[config.mk]
export PLATFORM = sky130hd
export DESIGN_NAME = dpm_regs
export DESIGN_NICKNAME = d
export VERILOG_FILES = /design/src/dpm_pkg.sv /design/src/dpm_regs.sv /design/src/dpm_classify.sv
export VERILOG_INCLUDE_DIRS = /design/src /design/src/src
export SDC_FILE = /design/constraint.sdc
export NUM_CORES = 1
export LEC_CHECK = 0
export BUFFER_PORTS_ARGS = -buffer_cell sky130_fd_sc_hd__buf_4
export CAP_MARGIN = 25
export CELL_PAD_IN_SITES_DETAIL_PLACEMENT = 1
export CELL_PAD_IN_SITES_GLOBAL_PLACEMENT = 1
export CORE_ASPECT_RATIO = 0.5
export CORE_MARGIN = 2
export CORE_UTILIZATION = 40
export DETAILED_ROUTE_END_ITERATION = 16
export PLACE_DENSITY = 0.85
export SYNTH_ARGS = -nofsm -noshare
export SYNTH_HDL_FRONTEND = slang
export SYNTH_SLANG_ARGS = --single-unit
[constraint.sdc]
create_clock -name pclk -period 2.2 [get_ports pclk]
set_clock_uncertainty 0.1 [all_clocks]
set_input_delay 0.22 -clock pclk [delete_from_list [all_inputs] [get_ports pclk]]
set_output_delay 0.22 -clock pclk [all_outputs]
set_load 0.05 [all_outputs]
[src/dpm_defs.svh]
`ifndef DPM_DEFS_SVH
`define DPM_DEFS_SVH

// register indices; byte address on the bus is four times the index
`define DPM_IDX_MAP12 8'h9c
`define DPM_IDX_MAP13 8'h9d
`define DPM_IDX_MAP14 8'h9e
`define DPM_IDX_MAP15 8'h9f
`define DPM_IDX_CTRL20 8'ha3
`define DPM_IDX_CTRL21 8'ha4
`define DPM_IDX_PORT1 8'hb0
`define DPM_IDX_PORT2 8'hc0
`define DPM_IDX_PORT3 8'hd0
`define DPM_IDX_RSVD 8'he0
`define DPM_IDX_PORT4 8'hf0

// reset values
`define DPM_MAP_RESET 8'h00
`define DPM_HS_DRIVE_RESET 3'h6
`define DPM_LS_DRIVE_RESET 3'h2
`define DPM_CTRL21_RSVD_HI 4'h2
`define DPM_CTRL21_RSVD_LO 2'h2
`define DPM_PORT_RSVD_B7 1'h1

// field positions
`define DPM_HS_DRIVE_LSB 4
`define DPM_LS_DRIVE_LSB 0
`define DPM_MLD_EN_BIT 2
`define DPM_MLD_OPT_BIT 3
`define DPM_PASS_ALL_BIT 6

// first code point held in this slice of the map
`define DPM_DSCP_BASE 6'h30

`endif

[src/dpm_pkg.sv]
package dpm_pkg;
  typedef enum logic [0:0] {
    DPM_IDLE = 1'b0,
    DPM_ANSWER = 1'b1
  } dpm_apb_state_t;
  typedef logic [1:0] dpm_prio_t;
  typedef logic [7:0] dpm_byte_t;
endpackage : dpm_pkg

[src/dpm_regs.sv]
`timescale 1ns/100ps
`default_nettype none
`include "dpm_defs.svh"

// What this block does
// - Byte 0x9f holds code points 0x3f (bits 7-6) down to 0x3c (bits 1-0).
// - Byte 0x9e holds code points 0x3b (bits 7-6) down to 0x38 (bits 1-0).
// - Byte 0x9d holds code points 0x37 (bits 7-6) down to 0x34 (bits 1-0).
// - Byte 0x9c holds code points 0x33 (bits 7-6) down to 0x30 (bits 1-0); fields are RW, reset to 00.
// - A classified frame takes the map field picked by bits 7:2 of its service class byte.
// - Bit 2 of byte 0xa4 enables listener snooping when 1, disables it when 0, resets to 0.
// - Bit 3 of byte 0xa4 enables the snooping option when 1, disables it when 0, resets to 0.
// - Port control bit 6 lets the port pass all frames; resets to 0; only under rx sniffing.
// - Port control bytes sit at 0xb0, 0xc0, 0xd0, 0xf0 for ports 1 to 4; 0xe0 is reserved.
module dpm_regs (
  input wire logic pclk,
  input wire logic presetn,
  input wire logic psel,
  input wire logic penable,
  input wire logic pwrite,
  input wire logic [11:0] paddr,
  input wire logic [31:0] pwdata,
  input wire logic [3:0] pstrb,
  output logic [31:0] prdata,
  output logic pready,
  output logic pslverr,
  input wire logic class_valid,
  input wire logic [7:0] ip_service_class_byte,
  output logic class_done,
  output logic class_hit,
  output dpm_pkg::dpm_prio_t class_prio,
  output logic mld_snoop_en,
  output logic mld_snoop_option,
  output logic [2:0] hs_drive_strength,
  output logic [2:0] ls_drive_strength,
  input wire logic [3:0] rx_sniff_mirror,
  output logic [3:0] pass_all_frames
);

  dpm_pkg::dpm_apb_state_t state;
  dpm_pkg::dpm_apb_state_t next_state;

  dpm_pkg::dpm_byte_t map12;
  dpm_pkg::dpm_byte_t map13;
  dpm_pkg::dpm_byte_t map14;
  dpm_pkg::dpm_byte_t map15;
  logic [2:0] hs_drive;
  logic [2:0] ls_drive;
  logic mld_en;
  logic mld_opt;
  logic [3:0] pass_all;

  // bus decode
  wire [7:0] idx = paddr[9:2];
  wire addr_ok = (paddr[11:10] == 2'h0);
  wire setup = psel & ~penable;
  wire done = psel & penable & pready;
  wire wr_done = done & pwrite & pstrb[0];

  wire hit_map12 = addr_ok & (idx == `DPM_IDX_MAP12);
  wire hit_map13 = addr_ok & (idx == `DPM_IDX_MAP13);
  wire hit_map14 = addr_ok & (idx == `DPM_IDX_MAP14);
  wire hit_map15 = addr_ok & (idx == `DPM_IDX_MAP15);
  wire hit_ctrl20 = addr_ok & (idx == `DPM_IDX_CTRL20);
  wire hit_ctrl21 = addr_ok & (idx == `DPM_IDX_CTRL21);
  wire hit_port1 = addr_ok & (idx == `DPM_IDX_PORT1);
  wire hit_port2 = addr_ok & (idx == `DPM_IDX_PORT2);
  wire hit_port3 = addr_ok & (idx == `DPM_IDX_PORT3);
  wire hit_port4 = addr_ok & (idx == `DPM_IDX_PORT4);
  wire hit_rsvd = addr_ok & (idx == `DPM_IDX_RSVD);
  wire [3:0] hit_port = {hit_port4, hit_port3, hit_port2, hit_port1};

  // the reserved port slot is still a mapped word, so it answers without error
  wire mapped = hit_map12 | hit_map13 | hit_map14 | hit_map15 | hit_ctrl20
    | hit_ctrl21 | (|hit_port) | hit_rsvd;

  wire [7:0] ctrl20_rd = {1'b0, hs_drive, 1'b0, ls_drive};
  wire [7:0] ctrl21_rd = {`DPM_CTRL21_RSVD_HI, mld_opt, mld_en, `DPM_CTRL21_RSVD_LO};

  function automatic logic [7:0] port_rd(input logic pass);
    port_rd = {`DPM_PORT_RSVD_B7, pass, 6'h00};
  endfunction : port_rd

  wire [7:0] rd_byte =
    hit_map12 ? map12 :
    hit_map13 ? map13 :
    hit_map14 ? map14 :
    hit_map15 ? map15 :
    hit_ctrl20 ? ctrl20_rd :
    hit_ctrl21 ? ctrl21_rd :
    hit_port1 ? port_rd(pass_all[0]) :
    hit_port2 ? port_rd(pass_all[1]) :
    hit_port3 ? port_rd(pass_all[2]) :
    hit_port4 ? port_rd(pass_all[3]) :
    8'h00;

  wire [7:0] wbyte = pwdata[7:0];

  // one wait-free access phase: answer is always given in the cycle after setup
  always_comb begin
    case (state)
      dpm_pkg::DPM_IDLE: next_state = setup ? dpm_pkg::DPM_ANSWER : dpm_pkg::DPM_IDLE;
      dpm_pkg::DPM_ANSWER: next_state = dpm_pkg::DPM_IDLE;
      default: next_state = dpm_pkg::DPM_IDLE;
    endcase
  end

  always_ff @(posedge pclk or negedge presetn) begin
    if (!presetn) begin
      state <= dpm_pkg::DPM_IDLE;
    end else begin
      state <= next_state;
    end
  end

  always_ff @(posedge pclk or negedge presetn) begin
    if (!presetn) begin
      pready <= 1'b0;
      pslverr <= 1'b0;
      prdata <= 32'h0000_0000;
    end else begin
      pready <= (next_state == dpm_pkg::DPM_ANSWER);
      pslverr <= setup & ~mapped;
      prdata <= (setup & ~pwrite) ? {24'h00_0000, rd_byte} : 32'h0000_0000;
    end
  end

  // dscp priority map
  always_ff @(posedge pclk or negedge presetn) begin
    if (!presetn) begin
      map12 <= `DPM_MAP_RESET;
      map13 <= `DPM_MAP_RESET;
      map14 <= `DPM_MAP_RESET;
      map15 <= `DPM_MAP_RESET;
    end else begin
      if (wr_done & hit_map12) map12 <= wbyte;
      if (wr_done & hit_map13) map13 <= wbyte;
      if (wr_done & hit_map14) map14 <= wbyte;
      if (wr_done & hit_map15) map15 <= wbyte;
    end
  end

  // global controls; reserved bits are not stored and read back fixed
  always_ff @(posedge pclk or negedge presetn) begin
    if (!presetn) begin
      hs_drive <= `DPM_HS_DRIVE_RESET;
      ls_drive <= `DPM_LS_DRIVE_RESET;
      mld_en <= 1'b0;
      mld_opt <= 1'b0;
    end else begin
      if (wr_done & hit_ctrl20) begin
        hs_drive <= wbyte[`DPM_HS_DRIVE_LSB +: 3];
        ls_drive <= wbyte[`DPM_LS_DRIVE_LSB +: 3];
      end
      if (wr_done & hit_ctrl21) begin
        mld_en <= wbyte[`DPM_MLD_EN_BIT];
        mld_opt <= wbyte[`DPM_MLD_OPT_BIT];
      end
    end
  end

  always_ff @(posedge pclk or negedge presetn) begin
    if (!presetn) begin
      pass_all <= 4'h0;
    end else begin
      for (int i = 0; i < 4; i++) begin
        if (wr_done & hit_port[i]) pass_all[i] <= wbyte[`DPM_PASS_ALL_BIT];
      end
    end
  end

  // classification reads the map as it stood before this edge, so a write
  // landing on the same edge only affects the next frame
  wire [31:0] map_table = {map15, map14, map13, map12};
  wire cls_hit;
  dpm_pkg::dpm_prio_t cls_prio;

  dpm_classify u_classify (
    .map_table(map_table),
    .class_byte(ip_service_class_byte),
    .hit(cls_hit),
    .prio(cls_prio)
  );

  always_ff @(posedge pclk or negedge presetn) begin
    if (!presetn) begin
      class_done <= 1'b0;
      class_hit <= 1'b0;
      class_prio <= 2'h0;
    end else begin
      class_done <= class_valid;
      if (class_valid) begin
        class_hit <= cls_hit;
        class_prio <= cls_prio;
      end
    end
  end

  // control outputs, all registered
  always_ff @(posedge pclk or negedge presetn) begin
    if (!presetn) begin
      mld_snoop_en <= 1'b0;
      mld_snoop_option <= 1'b0;
      hs_drive_strength <= `DPM_HS_DRIVE_RESET;
      ls_drive_strength <= `DPM_LS_DRIVE_RESET;
      pass_all_frames <= 4'h0;
    end else begin
      mld_snoop_en <= mld_en;
      mld_snoop_option <= mld_opt;
      hs_drive_strength <= hs_drive;
      ls_drive_strength <= ls_drive;
      pass_all_frames <= pass_all & rx_sniff_mirror;
    end
  end

  wire [1:0] prio_ref = map_table[{ip_service_class_byte[5:2], 1'b0} +: 2];
  wire in_slice = (ip_service_class_byte[7:6] == 2'h3);
endmodule : dpm_regs
`default_nettype wire

[src/dpm_classify.sv]
`timescale 1ns/100ps
`default_nettype none
`include "dpm_defs.svh"

module dpm_classify (
  input wire logic [31:0] map_table,
  input wire logic [7:0] class_byte,
  output logic hit,
  output dpm_pkg::dpm_prio_t prio
);

  function automatic dpm_pkg::dpm_prio_t field_of(input logic [31:0] tbl, input logic [3:0] idx);
    field_of = tbl[{idx, 1'b0} +: 2];
  endfunction : field_of

  // only the code points 0x30..0x3f live here; lower ones belong to another bank
  wire [5:0] code_point = class_byte[7:2];
  assign hit = (code_point >= `DPM_DSCP_BASE);
  assign prio = hit ? field_of(map_table, code_point[3:0]) : 2'h0;

endmodule : dpm_classify
`default_nettype wire

==> After elaboration in Yosys (flattened, before gate mapping) <==
Index checks and enable logic that the tools add are counted.
{ "word_totals": {"inputBits": 66, "register_bits": 70, "word_cells": 92, "output_inout_bits": 50} }
{ "classes": {"n_mux": 14, "bitwise_logic": 40, "n_reduce_logical": 2, "shifts": 1, "magnitude_cmp": 1, "eq_ne": 11} }
{ "op_table": {"columns": ["operator", "count"], "rows": [
  ["$eq 8x8->1 const B", 11],
  ["$mux 8", 11],
  ["$shiftx 32x6->2", 1],
  ["$and 1x1->1", 28],
  ["$or 1x1->1", 7],
  ["$ge 6x6->1 const B", 1],
  ["$and 4x4->4", 1],
  ["$not 1->1", 4],
  ["$reduce_or 4->1", 1],
  ["$logic_not 2->1", 1],
  ["$mux 2", 1],
  ["$pmux 1 s2", 1],
  ["$mux 1", 1]
]} }

==> Depth between registers and ports, before layout <==
{ "depth": {"depth_word": 13, "ltp_mapped": 6, "depth_no_buf": 4} }

==> Cells and area by module <==
Synthesis repeated with hierarchy kept, for this count alone.
{ "hier_totals": {"cells_unflattened": 291, "area_unflattened_um2": 3659.8} }
{ "modules_own_cells": {"columns": ["mod", "area_each_um2", "cells_each", "seq_area_each_um2", "n_inst"], "rows": [
  ["dpm_regs", 3323.2, 260, 1759.2, 1],
  ["dpm_classify", 336.6, 31, 0.0, 1]
]} }

==> Least setup slack after synthesis <==
Ideal clock, no wire load.
{ "synth_path": {"path_kind": "input to register", "start": "input port paddr[2]", "end": "register pass_all[1]", "setup_slack_ns": 0.167, "cell_stages": 5, "n_path_buf": 1, "t_required_ns": 1.975, "setup_ns": 0.125, "t_arrival_ns": 1.808, "path_cell_list": "buf_2 -> or4_4 -> or2_2 -> nor4_1 -> mux2_2"} }
{ "synth_between": {"elab_chain_cells": 3} }
{ "synth_rtl": {"columns": ["element", "line", "source"], "rows": [
  ["start: declaration", "dpm_regs.sv:21", "input wire logic [11:0] paddr,"],
  ["$eq 8x8->1 (no source line)", null, null],
  ["$and 1x1->1", "dpm_regs.sv:67", "wire hit_port2 = addr_ok & (idx == `DPM_IDX_PORT2);"],
  ["$and 1x1->1", "dpm_regs.sv:167", "if (wr_done & hit_port[i]) pass_all[i] <= wbyte[`DPM_PASS_ALL_BIT];"],
  ["end signal: indexed assignment", "dpm_regs.sv:167", null],
  ["end: declaration", "dpm_regs.sv:51", "logic [3:0] pass_all;"]
]} }
Every way passes these cells.
A chain may end at the register's enable or synchronous reset.

==> Final worst setup path <==
Same ends and word-level chain as after synthesis.

==> impl_metrics.yaml <==
synthesis:
  syn_inst: 309
  synth.yosys.warnings: 0
  synth.yosys.seq_area_share_pct: 47.9
  synth.lib_cells_used.distinct: 52
  async_reset_ff_share_pct: 100
  yosys_register_bits: 70
  yosys_most_used_dff: "dfrtp_1"
  syn-cell-area_sq_mm: 0.00368
  synth_area_per_cell_sq_um: 11.9
  synth_edf_count: 0
pwr:
  vdd_ir_drop_max_mv: 0.416
  p_per_area_mw_per_mm2: 675
  net-switching-power_mw: 0.793
  power_switching_share_pct: 26.0
  cellLeakagePower_nw: 2.19
  cellInternalPower_mw: 2.26
  comb_power_share_pct: 11.0
  power_frac_seq_pct: 42.6
  power.share.clock_pct: 46.4
grt:
  grt_pass1_wl_mm: 17.3
  number_of_global_route_vias_before_repair: 3073
  grt_antenna_before_repair: 0
  grt_max_degree: 71
  congestion_overflow_gr: 0
  grt_usage_pct: 22.4
cells_and_area:
  diodes: 0
  layout_common_cells: "74 x buf_4, 64 x dfrtp_1, 40 x mux2_2"
  flow.area_growth_from_synthesis_pct: 23.0
  stdcell_area_sq_mm: 0.00452
  post_route_cells_drive_above_1_share_pct: 40.5
  final_net_count: 449
  nFillCells: 964
  layout.cells.most_common: "buf_4"
setup_path:
  critPathRequiredTime_ns: 2.32
  crit_chain: "buf_4 > or4_4 > or2_2 > nor4_1 > mux2_2"
  timing.critical_path.arrival_ns: 2.00
  timing.critical_path.fanout_max: 4
  endpoint_kind: "flip-flop"
  critical_path.startpoint_type: "input port"
  critical_path_class: "input port to flip-flop"
  timing.critical_path.slowest_cell_delay_ns: 0.56
  timing.critical_path.slowest_stage_cell: "or4_4"
floorplan:
  die_area_sq_mm: 0.0100
  floorplan.die.width_microns: 140
  core_area_sq_mm: 0.00883
  initial_utilization_pct: 41.6
  core.rowCount: 24
  ios: 116
  die_h_microns: 71.8
timing:
  maxSlewHeadroom_pct: 40.7
  fmaxAchievable_ghz: 0.531
  final_min_period_over_clock_period_pct: 85.6
  finalMaxSlewViolations: 0
  timing.final.setup_violations: 0
  totalNegativeSetupSlack_ns: 0
  tightest_slew_ns: 0.890
  worst_hold_slack_ns: 0.00694
  shortest_clock_period_the_worst_path_allows_after_layout_ns: 1.88
  grt_setup_unrepaired: "no"
  hold_viol: 0
placed_design:
  detailedPlacementHpwl_mm: 7.47
  number_of_input_and_output_port_buffers_inserted: 60
  place.gp.congestion: 0.827
  placed_cell_area_sq_mm: 0.00421
run:
  max-cap-violations: 0
clock_network:
  clkTransAtPathRegs_ns: 0.06
  number_of_setup_buffers_added_after_cts: 0
  ctsRootBufferMaster: "clkbuf_16"
  number_of_levels_the_h_tree_was_split_into: 3
  cts.path.max_buffers: 2
  insertion_delay_ns: 0.33
  cts_num_sinks: 70
  numCtsBuffers: 9
  tritoncts: "yes"
route:
  routed-via-count: 2836
  drt_iter0_drc: 228
  drc: 0
  drt-vias-per-instance: 5.62
  wl_per_cell_microns: 21.0
  route.antenna.remaining_nets: 0
  drt_wl_total_mm: 10.6
  dr.pass1.iters: 4
status:
  result_of_the_run: "complete, no violations"
min_path:
  hold_path.class: "input port to flip-flop"
==> cell usage after synthesis (4+ instances only) <==
library cell  count  area (sq um)
a211oi_1          6          45.0
a21oi_1           8          40.0
a22oi_1           4          30.0
and2_1            4          25.0
buf_4            24           180
clkbuf_1          6          22.5
dfrtp_1          64          1600
dfstp_2           6           158
mux2_2           40           450
mux2_4            8           120
mux2i_1          23           230
nand2_1          10          37.5
nand2b_1          8          50.1
nand3_1          13          65.1
nor2_1           12          45.0
nor2b_1           4          25.0
o21ai_0           5          25.0
o22ai_1           4          25.0
==> critical path: cells and delay by family <==
family | cells | cell delay (ns)
AND/OR/NAND/NOR | 3 | 1.27
multiplexers | 1 | 0.38
buffers and inverters | 1 | 0.13
==> flip-flops by register name (all words and copies together), names as in the netlist <==
| signal | flops |
|---|---|
| mld_opt | 1 |
| ls_drive_strength | 3 |
| class_done | 1 |
| map13 | 8 |
| pready | 1 |
| map15 | 8 |
| hs_drive_strength | 3 |
| ls_drive | 3 |
| map14 | 8 |
| map12 | 8 |
| mld_snoop_option | 1 |
| hs_drive | 3 |
| prdata | 8 |
| pass_all | 4 |
| mld_en | 1 |
| class_prio | 2 |
| pass_all_frames | 4 |
| class_hit | 1 |
| mld_snoop_en | 1 |
| pslverr | 1 |
==> per-stage QoR <==
step           setup WS (ns)  power (mW)  utilization, %  instances
2_1_floorplan          0.167        1.55               -        332
3_3_place_gp           0.144        1.64            47.7        486
3_5_place_dp          0.0185        1.65            47.7        486
4_1_cts                0.371        3.06            51.1        504
5_1_grt                0.268        3.15            51.2        505
6_report               0.318        3.05            51.2        505
==> what timing repair did <==
action                                 CTS  global route
hold buffers                             2             1
gates resized for setup                  0             0
endpoints found under the hold margin   65             1
==> logic make-up after synthesis <==
group / Yosys count / share of synthesized area (%)
simple gates: 85 / 14.9
mux: 72 / 22.4
flops: 70 / 47.9
compound gates: 41 / 7.56
buf+inv: 40 / 7.22
other cells: 1 / 0.102
==> final timing paths <==
| check | from | end | slack (ns) | cells past startpoint |
|---|---|---|---|---|
| worst max-delay path | paddr[2] | pass_all[1]$_DFFE_PN0P_ | 0.32 | 5 |
| min in group asynchronous | presetn | map14[3]$_DFFE_PN0P_ | 0.45 | 2 |
| worst max register to register | pready$_DFF_PN0_ | map12[3]$_DFFE_PN0P_ | 0.51 | 3 |
| worst min-delay path | rx_sniff_mirror[2] | pass_all_frames[2]$_DFF_PN0_ | 0.007 | 2 |
| max in group asynchronous | presetn | pass_all_frames[2]$_DFF_PN0_ | 0.96 | 2 |
| worst min register to register | ls_drive[1]$_DFFE_PN1P_ | ls_drive_strength[1]$_DFF_PN1_ | 0.28 | 0 |
==> layout make-up <==
cell class	instances	area, sq um	area share, %
sequential	70	1760	38.9
multi-input combinational	222	1740	38.4
timing repair buffer	77	586	12.9
clock buffer	11	233	5.15
tap	117	146	3.24
clock inverter	5	50.0	1.11
inverter	3	11.3	0.249
==> routing by layer <==
metal  share of wire, %  track usage [%]  vias to the layer above  wire length [microns]
met3                6.9             6.15                       22                    734
met1                 45             29.7                     1455                   4810
met5                  0                0                        -                      0
met2                 46             36.1                      125                   4870
li1                   -                -                     1234                      -
met4                1.9             8.00                        0                    197
==> power by group through the flow <==
stage | Sequential, mW | Clock (mW) | Combinational, mW
floorplan | 1.35 | 0 | 0.206
global placement | 1.32 | 0 | 0.317
detailed placement | 1.32 | 0 | 0.329
CTS | 1.30 | 1.43 | 0.334
global route | 1.30 | 1.49 | 0.356
finish | 1.30 | 1.42 | 0.337
No activity file was read; power rests on OpenSTA's default activity.
